$ cat src/rtl/pfer_pkg.sv
// constants shared by the port fault event reporter and its link-request tracker
// assumes one core clock and a synchronous, active-high reset throughout
package pfer_pkg;

    ////////////////////////////////////////////////////////////////////////////////
    // event flag positions in the sticky flag vector
    localparam int EVT_COUNT = 9;
    localparam int EVT_FABRIC_TIMEOUT_DROP = 0;
    localparam int EVT_EGRESS_DISCARD = 1;
    localparam int EVT_GLOBAL_FABRIC_TIMEOUT = 2;
    localparam int EVT_REPLICATION_TIMEOUT = 3;
    localparam int EVT_PORT_FAULT = 4;
    localparam int EVT_ACK_WAIT_EXPIRED = 5;
    localparam int EVT_LINK_REPLY_BAD_SEQUENCE = 6;
    localparam int EVT_PEER_LINK_UP_NOTICE = 7;
    localparam int EVT_CTRL_SYMBOL_UNUSED_SEQUENCE = 8;

    // reset value of all sticky flags
    localparam logic [EVT_COUNT-1:0] FLAGS_RST = 9'h000;
    // events that may raise a port-write
    localparam logic [EVT_COUNT-1:0] PW_CAPABLE = 9'h1ff;

    ////////////////////////////////////////////////////////////////////////////////
    // link maintenance
    localparam int LREQ_TRIES = 4;
    localparam int TRY_CNT_W = 3;
    localparam int TIMEOUT_W = 24;
    localparam int SEQ_W_DEF = 6;
    localparam int LANES_DEF = 4;
    localparam int FAB_SRC_DEF = 8;

    ////////////////////////////////////////////////////////////////////////////////
    // received control symbol kinds
    localparam logic [1:0] CS_PKT_ACCEPTED = 2'h0;
    localparam logic [1:0] CS_PKT_NOT_ACCEPTED = 2'h1;
    localparam logic [1:0] CS_RETRY = 2'h2;
    localparam logic [1:0] CS_OTHER = 2'h3;

endpackage : pfer_pkg

$ cat src/rtl/pfer_event_reporter.sv
// port fault event reporter: sticky event flags, interrupt and port-write request
// assumes all event strobes come from port and fabric logic on i_clk_sys
module pfer_event_reporter #(
    parameter int LANES = pfer_pkg::LANES_DEF,
    parameter int FAB_SRC = pfer_pkg::FAB_SRC_DEF,
    parameter int SEQ_W = pfer_pkg::SEQ_W_DEF
)
(
    // clock and reset
    input wire logic i_clk_sys,
    input wire logic i_sys_rst,
    // internal switching fabric events
    input wire logic i_fabric_req_timeout,
    input wire logic [FAB_SRC-1:0] i_fabric_timeout_src,
    input wire logic i_replication_timeout,
    // link maintenance
    input wire logic i_lreq_sent,
    input wire logic i_lresp_rx,
    input wire logic [pfer_pkg::TIMEOUT_W-1:0] i_lresp_timeout_cycles,
    input wire logic i_dead_link_expired,
    input wire logic [LANES-1:0] i_lane_sync_expired,
    input wire logic i_link_init_done,
    input wire logic i_peer_present,
    // outstanding sequence window and received control symbols
    input wire logic [SEQ_W-1:0] i_seq_oldest,
    input wire logic [SEQ_W:0] i_seq_outstanding,
    input wire logic i_cs_rx,
    input wire logic [1:0] i_cs_kind,
    input wire logic [SEQ_W-1:0] i_cs_seq,
    // software control
    input wire logic [pfer_pkg::EVT_COUNT-1:0] i_evt_clear,
    input wire logic [FAB_SRC-1:0] i_fabric_clear,
    input wire logic [pfer_pkg::EVT_COUNT-1:0] i_irq_enable,
    input wire logic [pfer_pkg::EVT_COUNT-1:0] i_pw_enable,
    input wire logic i_pw_permit,
    input wire logic i_pw_ack,
    // fabric drop command
    output logic o_drop_packet,
    // sticky event flags
    output logic o_fabric_timeout_drop,
    output logic o_egress_discard,
    output logic o_global_fabric_timeout,
    output logic o_replication_timeout,
    output logic o_port_fault,
    output logic o_ack_wait_expired,
    output logic o_link_reply_bad_sequence,
    output logic o_peer_link_up_notice,
    output logic o_ctrl_symbol_unused_sequence,
    output logic [FAB_SRC-1:0] o_fabric_int_status,
    output logic [LANES-1:0] o_lane_sync_fault,
    // notification
    output logic o_irq,
    output logic o_port_write_req,
    output logic [pfer_pkg::EVT_COUNT-1:0] o_port_write_events
);

    localparam int N = pfer_pkg::EVT_COUNT;

    logic resp_timeout;
    logic bad_seq_resp;
    logic lreq_fatal;
    logic no_outstanding;
    logic [SEQ_W-1:0] seq_dist;
    logic seq_in_use;
    logic cs_checked;
    logic [LANES-1:0] lane_rise;
    logic link_up_rise;
    logic fatal_now;
    logic [N-1:0] evt_set;
    logic [N-1:0] pw_new;

    logic [N-1:0] flags_q, flags_d;
    logic [FAB_SRC-1:0] fab_q, fab_d;
    logic [LANES-1:0] lane_prev_q, lane_prev_d;
    logic [LANES-1:0] lane_fault_q, lane_fault_d;
    logic init_prev_q, init_prev_d;
    logic dead_prev_q, dead_prev_d;
    logic drop_q, drop_d;
    logic irq_q, irq_d;
    logic pw_req_q, pw_req_d;
    logic [N-1:0] pw_evt_q, pw_evt_d;

    ////////////////////////////////////////////////////////////////////////////////
    // link-request retry tracking
    pfer_lreq_tracker #(
        .TRIES(pfer_pkg::LREQ_TRIES)
    )
    u_lreq_tracker (
        .i_clk_sys(i_clk_sys),
        .i_sys_rst(i_sys_rst),
        .i_lreq_sent(i_lreq_sent),
        .i_lresp_rx(i_lresp_rx),
        .i_no_outstanding(no_outstanding),
        .i_timeout_cycles(i_lresp_timeout_cycles),
        .o_resp_timeout(resp_timeout),
        .o_bad_seq_resp(bad_seq_resp),
        .o_fatal(lreq_fatal)
    );

    ////////////////////////////////////////////////////////////////////////////////
    // sequence window check
    assign no_outstanding = (i_seq_outstanding == '0);
    assign seq_dist = i_cs_seq - i_seq_oldest;
    assign seq_in_use = ({1'b0, seq_dist} < i_seq_outstanding);
    // only acceptance, non-acceptance and retry symbols are checked
    assign cs_checked = i_cs_rx && (i_cs_kind != pfer_pkg::CS_OTHER);

    ////////////////////////////////////////////////////////////////////////////////
    // per-lane sync timer expiry edges
    genvar g;
    generate
        for (g = 0; g < LANES; g++)
        begin : g_lane
            assign lane_rise[g] = i_lane_sync_expired[g] && !lane_prev_q[g];
            // lane record sticks until the port fault flag is cleared
            always_comb
            begin
                lane_prev_d[g] = i_lane_sync_expired[g];
                lane_fault_d[g] = lane_fault_q[g];
                if (i_evt_clear[pfer_pkg::EVT_PORT_FAULT])
                begin
                    lane_fault_d[g] = 1'b0;
                end
                if (lane_rise[g])
                begin
                    lane_fault_d[g] = 1'b1;
                end
            end
        end
    endgenerate

    always_ff @(posedge i_clk_sys)
    begin
        if (i_sys_rst)
        begin
            lane_prev_q <= '0;
            lane_fault_q <= '0;
        end
        else
        begin
            lane_prev_q <= lane_prev_d;
            lane_fault_q <= lane_fault_d;
        end
    end

    assign link_up_rise = i_link_init_done && i_peer_present && !init_prev_q;

    // any fatal condition of the port
    assign fatal_now = lreq_fatal
        || (i_dead_link_expired && !dead_prev_q)
        || (|lane_rise);

    ////////////////////////////////////////////////////////////////////////////////
    // event set vector
    always_comb
    begin
        evt_set = '0;
        evt_set[pfer_pkg::EVT_FABRIC_TIMEOUT_DROP] = i_fabric_req_timeout;
        evt_set[pfer_pkg::EVT_EGRESS_DISCARD] = i_fabric_req_timeout;
        evt_set[pfer_pkg::EVT_GLOBAL_FABRIC_TIMEOUT] = i_fabric_req_timeout;
        evt_set[pfer_pkg::EVT_REPLICATION_TIMEOUT] = i_replication_timeout;
        evt_set[pfer_pkg::EVT_PORT_FAULT] = fatal_now;
        evt_set[pfer_pkg::EVT_ACK_WAIT_EXPIRED] = resp_timeout;
        evt_set[pfer_pkg::EVT_LINK_REPLY_BAD_SEQUENCE] = bad_seq_resp;
        evt_set[pfer_pkg::EVT_PEER_LINK_UP_NOTICE] = link_up_rise;
        evt_set[pfer_pkg::EVT_CTRL_SYMBOL_UNUSED_SEQUENCE] = cs_checked && !seq_in_use;
    end

    assign pw_new = evt_set & i_pw_enable & pfer_pkg::PW_CAPABLE & {N{i_pw_permit}};

    ////////////////////////////////////////////////////////////////////////////////
    // edge history of the level inputs
    always_comb
    begin
        init_prev_d = i_link_init_done && i_peer_present;
        dead_prev_d = i_dead_link_expired;
    end

    always_ff @(posedge i_clk_sys)
    begin
        if (i_sys_rst)
        begin
            init_prev_q <= 1'b0;
            dead_prev_q <= 1'b0;
        end
        else
        begin
            init_prev_q <= init_prev_d;
            dead_prev_q <= dead_prev_d;
        end
    end

    ////////////////////////////////////////////////////////////////////////////////
    // sticky flags and drop command
    always_comb
    begin
        // set wins over a clear in the same cycle
        flags_d = (flags_q & ~i_evt_clear) | evt_set;
        fab_d = fab_q & ~i_fabric_clear;
        if (i_fabric_req_timeout)
        begin
            fab_d = fab_d | i_fabric_timeout_src;
        end
        drop_d = i_fabric_req_timeout;
    end

    always_ff @(posedge i_clk_sys)
    begin
        if (i_sys_rst)
        begin
            flags_q <= pfer_pkg::FLAGS_RST;
            fab_q <= '0;
            drop_q <= 1'b0;
        end
        else
        begin
            flags_q <= flags_d;
            fab_q <= fab_d;
            drop_q <= drop_d;
        end
    end

    ////////////////////////////////////////////////////////////////////////////////
    // interrupt follows the next flag values, so it rises with the flag
    always_comb
    begin
        irq_d = |(flags_d & i_irq_enable);
    end

    always_ff @(posedge i_clk_sys)
    begin
        if (i_sys_rst)
        begin
            irq_q <= 1'b0;
        end
        else
        begin
            irq_q <= irq_d;
        end
    end

    ////////////////////////////////////////////////////////////////////////////////
    // port-write request, held until taken
    always_comb
    begin
        pw_req_d = pw_req_q;
        pw_evt_d = pw_evt_q;
        if (i_pw_ack)
        begin
            pw_req_d = 1'b0;
            pw_evt_d = '0;
        end
        // a new enabled event re-arms the port-write even against an ack
        if (pw_new != '0)
        begin
            pw_req_d = 1'b1;
            pw_evt_d = pw_evt_d | pw_new;
        end
    end

    always_ff @(posedge i_clk_sys)
    begin
        if (i_sys_rst)
        begin
            pw_req_q <= 1'b0;
            pw_evt_q <= '0;
        end
        else
        begin
            pw_req_q <= pw_req_d;
            pw_evt_q <= pw_evt_d;
        end
    end

    ////////////////////////////////////////////////////////////////////////////////
    // outputs
    assign o_drop_packet = drop_q;
    assign o_fabric_timeout_drop = flags_q[pfer_pkg::EVT_FABRIC_TIMEOUT_DROP];
    assign o_egress_discard = flags_q[pfer_pkg::EVT_EGRESS_DISCARD];
    assign o_global_fabric_timeout = flags_q[pfer_pkg::EVT_GLOBAL_FABRIC_TIMEOUT];
    assign o_replication_timeout = flags_q[pfer_pkg::EVT_REPLICATION_TIMEOUT];
    assign o_port_fault = flags_q[pfer_pkg::EVT_PORT_FAULT];
    assign o_ack_wait_expired = flags_q[pfer_pkg::EVT_ACK_WAIT_EXPIRED];
    assign o_link_reply_bad_sequence = flags_q[pfer_pkg::EVT_LINK_REPLY_BAD_SEQUENCE];
    assign o_peer_link_up_notice = flags_q[pfer_pkg::EVT_PEER_LINK_UP_NOTICE];
    assign o_ctrl_symbol_unused_sequence = flags_q[pfer_pkg::EVT_CTRL_SYMBOL_UNUSED_SEQUENCE];
    assign o_fabric_int_status = fab_q;
    assign o_lane_sync_fault = lane_fault_q;
    assign o_irq = irq_q;
    assign o_port_write_req = pw_req_q;
    assign o_port_write_events = pw_evt_q;

endmodule : pfer_event_reporter

$ cat src/rtl/pfer_lreq_tracker.sv
// link-request retry tracker: times each link-response and counts failed tries
// assumes request and response strobes come from port logic on the same clock
module pfer_lreq_tracker #(
    parameter int TRIES = pfer_pkg::LREQ_TRIES
)
(
    // clock and reset
    input wire logic i_clk_sys,
    input wire logic i_sys_rst,
    // link maintenance strobes
    input wire logic i_lreq_sent,
    input wire logic i_lresp_rx,
    input wire logic i_no_outstanding,
    input wire logic [pfer_pkg::TIMEOUT_W-1:0] i_timeout_cycles,
    // results, one-cycle pulses
    output logic o_resp_timeout,
    output logic o_bad_seq_resp,
    output logic o_fatal
);

    typedef enum logic [0:0] {LRT_IDLE, LRT_WAIT} pfer_lrt_state_type;

    localparam logic [pfer_pkg::TRY_CNT_W-1:0] TRY_LAST = pfer_pkg::TRY_CNT_W'(TRIES - 1);

    pfer_lrt_state_type state_q, state_d;
    logic [pfer_pkg::TRY_CNT_W-1:0] bad_cnt_q, bad_cnt_d;
    logic [pfer_pkg::TRY_CNT_W-1:0] to_cnt_q, to_cnt_d;
    logic [pfer_pkg::TIMEOUT_W-1:0] timer_q, timer_d;
    logic timeout_q, timeout_d;
    logic bad_q, bad_d;
    logic fatal_q, fatal_d;

    ////////////////////////////////////////////////////////////////////////////////
    // next state
    always_comb
    begin
        state_d = state_q;
        bad_cnt_d = bad_cnt_q;
        to_cnt_d = to_cnt_q;
        timer_d = timer_q;
        timeout_d = 1'b0;
        bad_d = 1'b0;
        fatal_d = 1'b0;
        case (state_q)
            LRT_IDLE:
            begin
                if (i_lreq_sent)
                begin
                    state_d = LRT_WAIT;
                    timer_d = '0;
                end
            end
            LRT_WAIT:
            begin
                timer_d = timer_q + 1'b1;
                if (i_lresp_rx)
                begin
                    state_d = LRT_IDLE;
                    if (i_no_outstanding)
                    begin
                        bad_d = 1'b1;
                        // fourth try answered with nothing outstanding is fatal
                        if (bad_cnt_q == TRY_LAST)
                        begin
                            fatal_d = 1'b1;
                            bad_cnt_d = '0;
                            to_cnt_d = '0;
                        end
                        else
                        begin
                            bad_cnt_d = bad_cnt_q + 1'b1;
                        end
                    end
                    else
                    begin
                        bad_cnt_d = '0;
                        to_cnt_d = '0;
                    end
                end
                else if (i_timeout_cycles != '0 && timer_q >= i_timeout_cycles - 1'b1)
                begin
                    state_d = LRT_IDLE;
                    timeout_d = 1'b1;
                    // fourth unanswered try is fatal
                    if (to_cnt_q == TRY_LAST)
                    begin
                        fatal_d = 1'b1;
                        bad_cnt_d = '0;
                        to_cnt_d = '0;
                    end
                    else
                    begin
                        to_cnt_d = to_cnt_q + 1'b1;
                    end
                end
                else if (i_lreq_sent)
                begin
                    timer_d = '0;
                end
            end
            default:
            begin
                state_d = LRT_IDLE;
            end
        endcase
    end

    always_ff @(posedge i_clk_sys)
    begin
        if (i_sys_rst)
        begin
            state_q <= LRT_IDLE;
            bad_cnt_q <= '0;
            to_cnt_q <= '0;
            timer_q <= '0;
            timeout_q <= 1'b0;
            bad_q <= 1'b0;
            fatal_q <= 1'b0;
        end
        else
        begin
            state_q <= state_d;
            bad_cnt_q <= bad_cnt_d;
            to_cnt_q <= to_cnt_d;
            timer_q <= timer_d;
            timeout_q <= timeout_d;
            bad_q <= bad_d;
            fatal_q <= fatal_d;
        end
    end

    assign o_resp_timeout = timeout_q;
    assign o_bad_seq_resp = bad_q;
    assign o_fatal = fatal_q;

endmodule : pfer_lreq_tracker

$ cat config.mk
export PLATFORM = sky130hd
export DESIGN_NAME = pfer_event_reporter
export DESIGN_NICKNAME = d
export VERILOG_FILES = /design/src/rtl/pfer_pkg.sv /design/src/rtl/pfer_event_reporter.sv /design/src/rtl/pfer_lreq_tracker.sv
export SDC_FILE = /design/constraint.sdc
export NUM_CORES = 1
export LEC_CHECK = 0
export CORE_MARGIN = 1.5
export CORE_UTILIZATION = 55
export DETAILED_ROUTE_END_ITERATION = 10
export DONT_BUFFER_PORTS = 1
export GPL_TIMING_DRIVEN = 0
export PLACE_DENSITY = 0.68
export SETUP_SLACK_MARGIN = 0.1
export SLEW_MARGIN = 0
export SYNTH_ARGS = -nofsm -noshare
export SYNTH_HDL_FRONTEND = slang
export SYNTH_HIERARCHICAL = 1
export SYNTH_SLANG_ARGS = --single-unit
$ cat constraint.sdc
create_clock -name i_clk_sys -period 6.1 [get_ports i_clk_sys]
set_input_delay 1.22 -clock i_clk_sys [delete_from_list [all_inputs] [get_ports i_clk_sys]]
set_output_delay 1.22 -clock i_clk_sys [all_outputs]
set_load 0.02 [all_outputs]
# After elaboration in Yosys (flattened, before gate mapping)
# Cells that the tools add are included.
# word_totals
register_bits	73
# classes
bitwise	12
add_sub_neg	5
eq_ne	5
n_mux	36
magnitude_cmp	2
reduce_logical	36
# op_table
cell	count
24-bit 2-to-1 mux	4
24-bit one-hot mux with 2 select lines	1
9-bit bitwise AND	4
3-bit 2-to-1 mux	10
24-bit by 1-bit adder with 24-bit output (second input constant)	1
24-bit >= comparator	1
24-bit nonzero test	1
24-bit by 1-bit subtractor with 24-bit output (second input constant)	1
9-bit 2-to-1 mux	2
9-bit bitwise OR	2
1-bit 2-to-1 mux	17
2-bit nonzero test	7
1-bit logical AND	10
9-bit inverter	1
9-bit nonzero test	1
9-bit OR reduction	1
8-bit bitwise AND	1
8-bit 2-to-1 mux	1
8-bit inverter	1
8-bit bitwise OR	1
1-bit zero test	7
7-bit zero test	1
6-bit by 7-bit < comparator with 1-bit output	1
3-bit by 1-bit adder with 3-bit output (second input constant)	2
other kinds (11)	17

# Depth between registers and ports, before layout
# depth
ltp_word	8
depth_mapped	15
depth_no_buf	14

# Hierarchy
# Netlist, hierarchy kept.
# modules_own_cells
mod	cells_per_inst	seq_area_each_um2	area_each_um2	instances
pfer_lreq_tracker	326	680.7	2696.3	1
pfer_event_reporter	212	780.7	1818.0	1

# Worst setup path after synthesis
# No wires, ideal clock.
# synth_timing
path_kind	input -> register
start	input port i_lresp_timeout_cycles[2] (netlist bit)
end	register u_lreq_tracker/timer_q[20] (netlist bit)
path_slack_ns	1.426
required_time_ns	6.031
t_arrival_ns	4.605
cell_stages	14
setup_time_ns	0.069
cell_sequence	or4_4 nor3_4 nand3_1 nor2_1 nand2_1 xor2_1 ha_1 and4_1 nand2_1 a2111o_1 or2_4 a211o_4 or3_1 o21ai_1
# synth_via
elab_chain_len	6
word_cells_on_any_way	7
# synth_lines
element	line	source
start: declaration	pfer_event_reporter.sv:19	input wire logic [pfer_pkg::TIMEOUT_W-1:0] i_lresp_timeout_cycles,
24-bit by 1-bit subtractor with 24-bit output	pfer_lreq_tracker.sv:80	else if (i_timeout_cycles != '0 && timer_q >= i_timeout_cycles - 1'b1)
24-bit >= comparator	pfer_lreq_tracker.sv:80	
1-bit logical AND *	pfer_lreq_tracker.sv:80	
24-bit 2-to-1 mux *	pfer_lreq_tracker.sv:80	
24-bit 2-to-1 mux *	pfer_lreq_tracker.sv:56	if (i_lresp_rx)
24-bit one-hot mux with 2 select lines *	pfer_lreq_tracker.sv:44	case (state_q)
end signal: assignment	pfer_lreq_tracker.sv:125	timer_q <= timer_d;
end: declaration	pfer_lreq_tracker.sv:28	logic [pfer_pkg::TIMEOUT_W-1:0] timer_q, timer_d;
# Every way passes the cells marked *; elsewhere a longest branch is shown, timed or not.
# A chain may end at the register's enable or synchronous reset.

# Final worst setup path
# layout_timing
start	input port i_lresp_timeout_cycles[2] (netlist bit)
end	register u_lreq_tracker/timer_q[9] (netlist bit)
# Same word-level chain as after synthesis.

==> metrics.txt <==
largest family of logic cells by synthesized area=simple AND/OR/NAND/NOR gates; minimum clock period=4.90 ns; Clk Latency, worst-skew pair=0.34 ns; Syn Std Cell Area=4510 sq um; simple-gate share of the synthesized area=27.2%; CTS Root Cell=clkbuf_8; Synth async-reset ratio=0%; yosys warns=6; share of the synthesized area in the top cell type=32.4%; clock-pin slew on the worst setup and hold paths=0.08 ns; Buffers on Ports=0; Mapped Avg Cell Area=8.39 sq um; #FFs+latches synth=73; Leak=1.82 nW; row cnt=32; chip width=93.6 microns; CTS tree=done; share of layout cells above drive strength 1=8.48%; area of the die=8760 sq um; initial DRC count=152; hold_sp=u_lreq_tracker/bad_cnt_q[2]; CP Data Arrival Time=5.15 ns; post-synthesis sequential area ratio=32.4%; commonest non-fill, non-tap cells in the layout=73 x dfxtp_1, 63 x nand2_1, 44 x nor2_1, 39 x ha_1, 38 x a21oi_1; Final Hold Fails=0; Final ANT Viol Nets=0; Overflow after GRT=0; vias in the first global route=3651; r2r endpoint=u_lreq_tracker/timer_q[7]; Wirelength per Cell=16.2 microns; Reg2Reg Depth=9; drt total wl=10600 microns; most common cell after layout, fill and taps aside=dfxtp_1; Post-Syn Nets=682; Adder-Cell Fraction of Synth Area=11.3%; Hold Crit Depth=1; drt pass-1 iters=4; Worst setup startpoint=i_lresp_timeout_cycles[2]; Hold Path Class=reg -> reg; Setup crit end kind=flop; Tcrit/Tclk final=80.2%; unrepaired setup endpoints after global routing=no; Synth Area in Compound Gates=19.7%; pin count of the biggest net entering global routing=14; final setup violation count=0; reg2reg setup slack=3.32 ns; Post-synth EDFFs=0; vias after detailed routing=3899; multi-input combinational cell area=2860 sq um; hold buffers post-CTS=0; cell taking the most area after synthesis=dfxtp_1; antenna violations before repair=0; R2R Path Start=u_lreq_tracker/timer_q[0]; post-synthesis cell type count=67; Tightest Pin Transition=1.01 ns; Bufs on Longest Clock Path=2; Worst Hold End=u_lreq_tracker/bad_cnt_q[2]; max-slew violations=0; fmax=204 MHz; startpoint types=input pin; Inserted Clock Buffers=9; PD cells=208 nW/um^2; Clock Sink Count=73; Layout Nets=693; Sum Neg Setup Slack=0 ns; GPL Wtd Cong=0.910; Max FO, Critical Path=10; Mapped Cells=538; Total Power=1.00 mW; CTS resizes=0; IO Pins=137; Max VDD drop=148 uV; dominant synthesized flop cell=dfxtp_1; dpl hpwl=8620 microns; synth top area cells=dfxtp_1 32%, ha_1 11%, nand2_1 5.2%; CP Cell Sequence=or4_4, nor3_4, nand3_1, nor2_1, nand2_1, xor2_1, ha_1, and4_1, nand2_1, a2111o_1, or2_4, a211oi_4, buf_6, nand3_1, o311ai_2; H-tree depth=3; setup repair bufs after CTS=0; Post-Synth XOR/XNOR Area=5.24%; crit path kind=in -> reg; max cap viols=0; Die H=93.6 microns; Via density=5.94; diode count=0; mux cell area share after synthesis=0%; worst-case clock skew=0.0113 ns; Initial Util=57.5%; DRC=0; Core Footprint=7850 sq um; Storage cell area=1460 sq um; Synth-to-Final Area Change=7.15%; first-pass GRT wire length=16800 microns; Slew HR=32.4%; Fillers=713; placed instance area=4640 sq um; Total GRT Usage=24.6%; Critical Path RT=6.35 ns; max incr delay on CP=0.54 ns; final instance area=4840 sq um; slowest cell on the critical path=or4_4; outcome=completed
worst max-delay path: cells and delay by family:
| kind | cells | cell delay, ns |
|---|---|---|
| AO/OA/AOI/OAI | 3 | 1.07 |
| XOR/XNOR | 1 | 0.15 |
| adder cells (fa/ha/maj) | 1 | 0.28 |
| buffers and inverters | 1 | 0.22 |
| AND/OR/NAND/NOR | 9 | 2.18 |
per-stage QoR:
| step | setup WS [ns] | std cells | utilization (%) | hold slack, ns |
|---|---|---|---|---|
| after global placement | 0.929 | 640 | 59.2 | 0.452 |
| after detailed placement | 0.862 | 640 | 59.2 | 0.458 |
| after CTS | 1.21 | 656 | 61.6 | 0.472 |
| final | 1.20 | 656 | 61.6 | 0.470 |
| after floorplan | 1.43 | 538 | - | 0.433 |
| after global routing | 0.916 | 656 | 61.6 | 0.492 |
worst max path at each step:
stage,end,cells after the start
floorplan,u_lreq_tracker/timer_q[20],14
global placement,u_lreq_tracker/timer_q[9],15
detailed placement,u_lreq_tracker/timer_q[9],15
CTS,u_lreq_tracker/timer_q[9],15
global route,u_lreq_tracker/timer_q[7],15
finish,u_lreq_tracker/timer_q[9],15
layout make-up:
| class | instances | share of cell area [%] |
|---|---|---|
| sequential | 73 | 30.2 |
| multi-input combinational | 418 | 59.1 |
| buffer | 12 | 1.27 |
| tap | 102 | 2.64 |
| clock inverter | 7 | 1.47 |
| inverter | 35 | 2.72 |
| clock buffer | 9 | 2.56 |
per-layer routing:
| layer | GRT usage, % | part of all wire, % | up-vias |
|---|---|---|---|
| met2 | 43.1 | 47 | 159 |
| met5 | 0 | 0 | - |
| li1 | - | - | 1954 |
| met1 | 29.1 | 43 | 1769 |
| met3 | 4.07 | 7.2 | 17 |
| met4 | 11.3 | 2.8 | 0 |
flip-flops by register name (all words and copies together), names as in the netlist:
register,count
o_port_write_req,1
o_lane_sync_fault,4
u_lreq_tracker/to_cnt_q,3
lane_prev_q,4
dead_prev_q,1
o_fabric_int_status,8
flags_q,9
o_port_write_events,9
o_drop_packet,1
u_lreq_tracker/o_fatal,1
u_lreq_tracker/timer_q,24
u_lreq_tracker/o_bad_seq_resp,1
init_prev_q,1
u_lreq_tracker/o_resp_timeout,1
u_lreq_tracker/bad_cnt_q,3
u_lreq_tracker/state_q,1
o_irq,1
kinds of logic (layout without fill, tap and decap cells):
family,count (synthesis),in the layout
AO/OA/AOI/OAI,123,123
XOR/XNOR,27,27
adder cells (fa/ha/maj),40,40
buffers and inverters,47,63
flip-flops,73,73
AND/OR/NAND/NOR,228,228
power breakdown:
part           total [mW]  switching (mW)  internal (mW)
clock               0.371           0.182          0.189
sequential          0.513          0.0224          0.490
combinational       0.120          0.0681         0.0522
total                1.00           0.273          0.731
Yosys cell counts, types with 5 or more instances:
library cell / n
dfxtp_1: 73
nand2_1: 63
nor2_1: 44
ha_1: 39
a21oi_1: 38
inv_1: 34
o21ai_0: 23
nand3_1: 22
nor2b_1: 20
xnor2_1: 15
nand2b_1: 12
xor2_1: 12
nand4_1: 10
nor3_1: 10
clkbuf_1: 9
or3_1: 9
a32oi_1: 6
o311ai_2: 6
a21o_1: 5
Note: power is estimated with default switching activity, not from simulation.
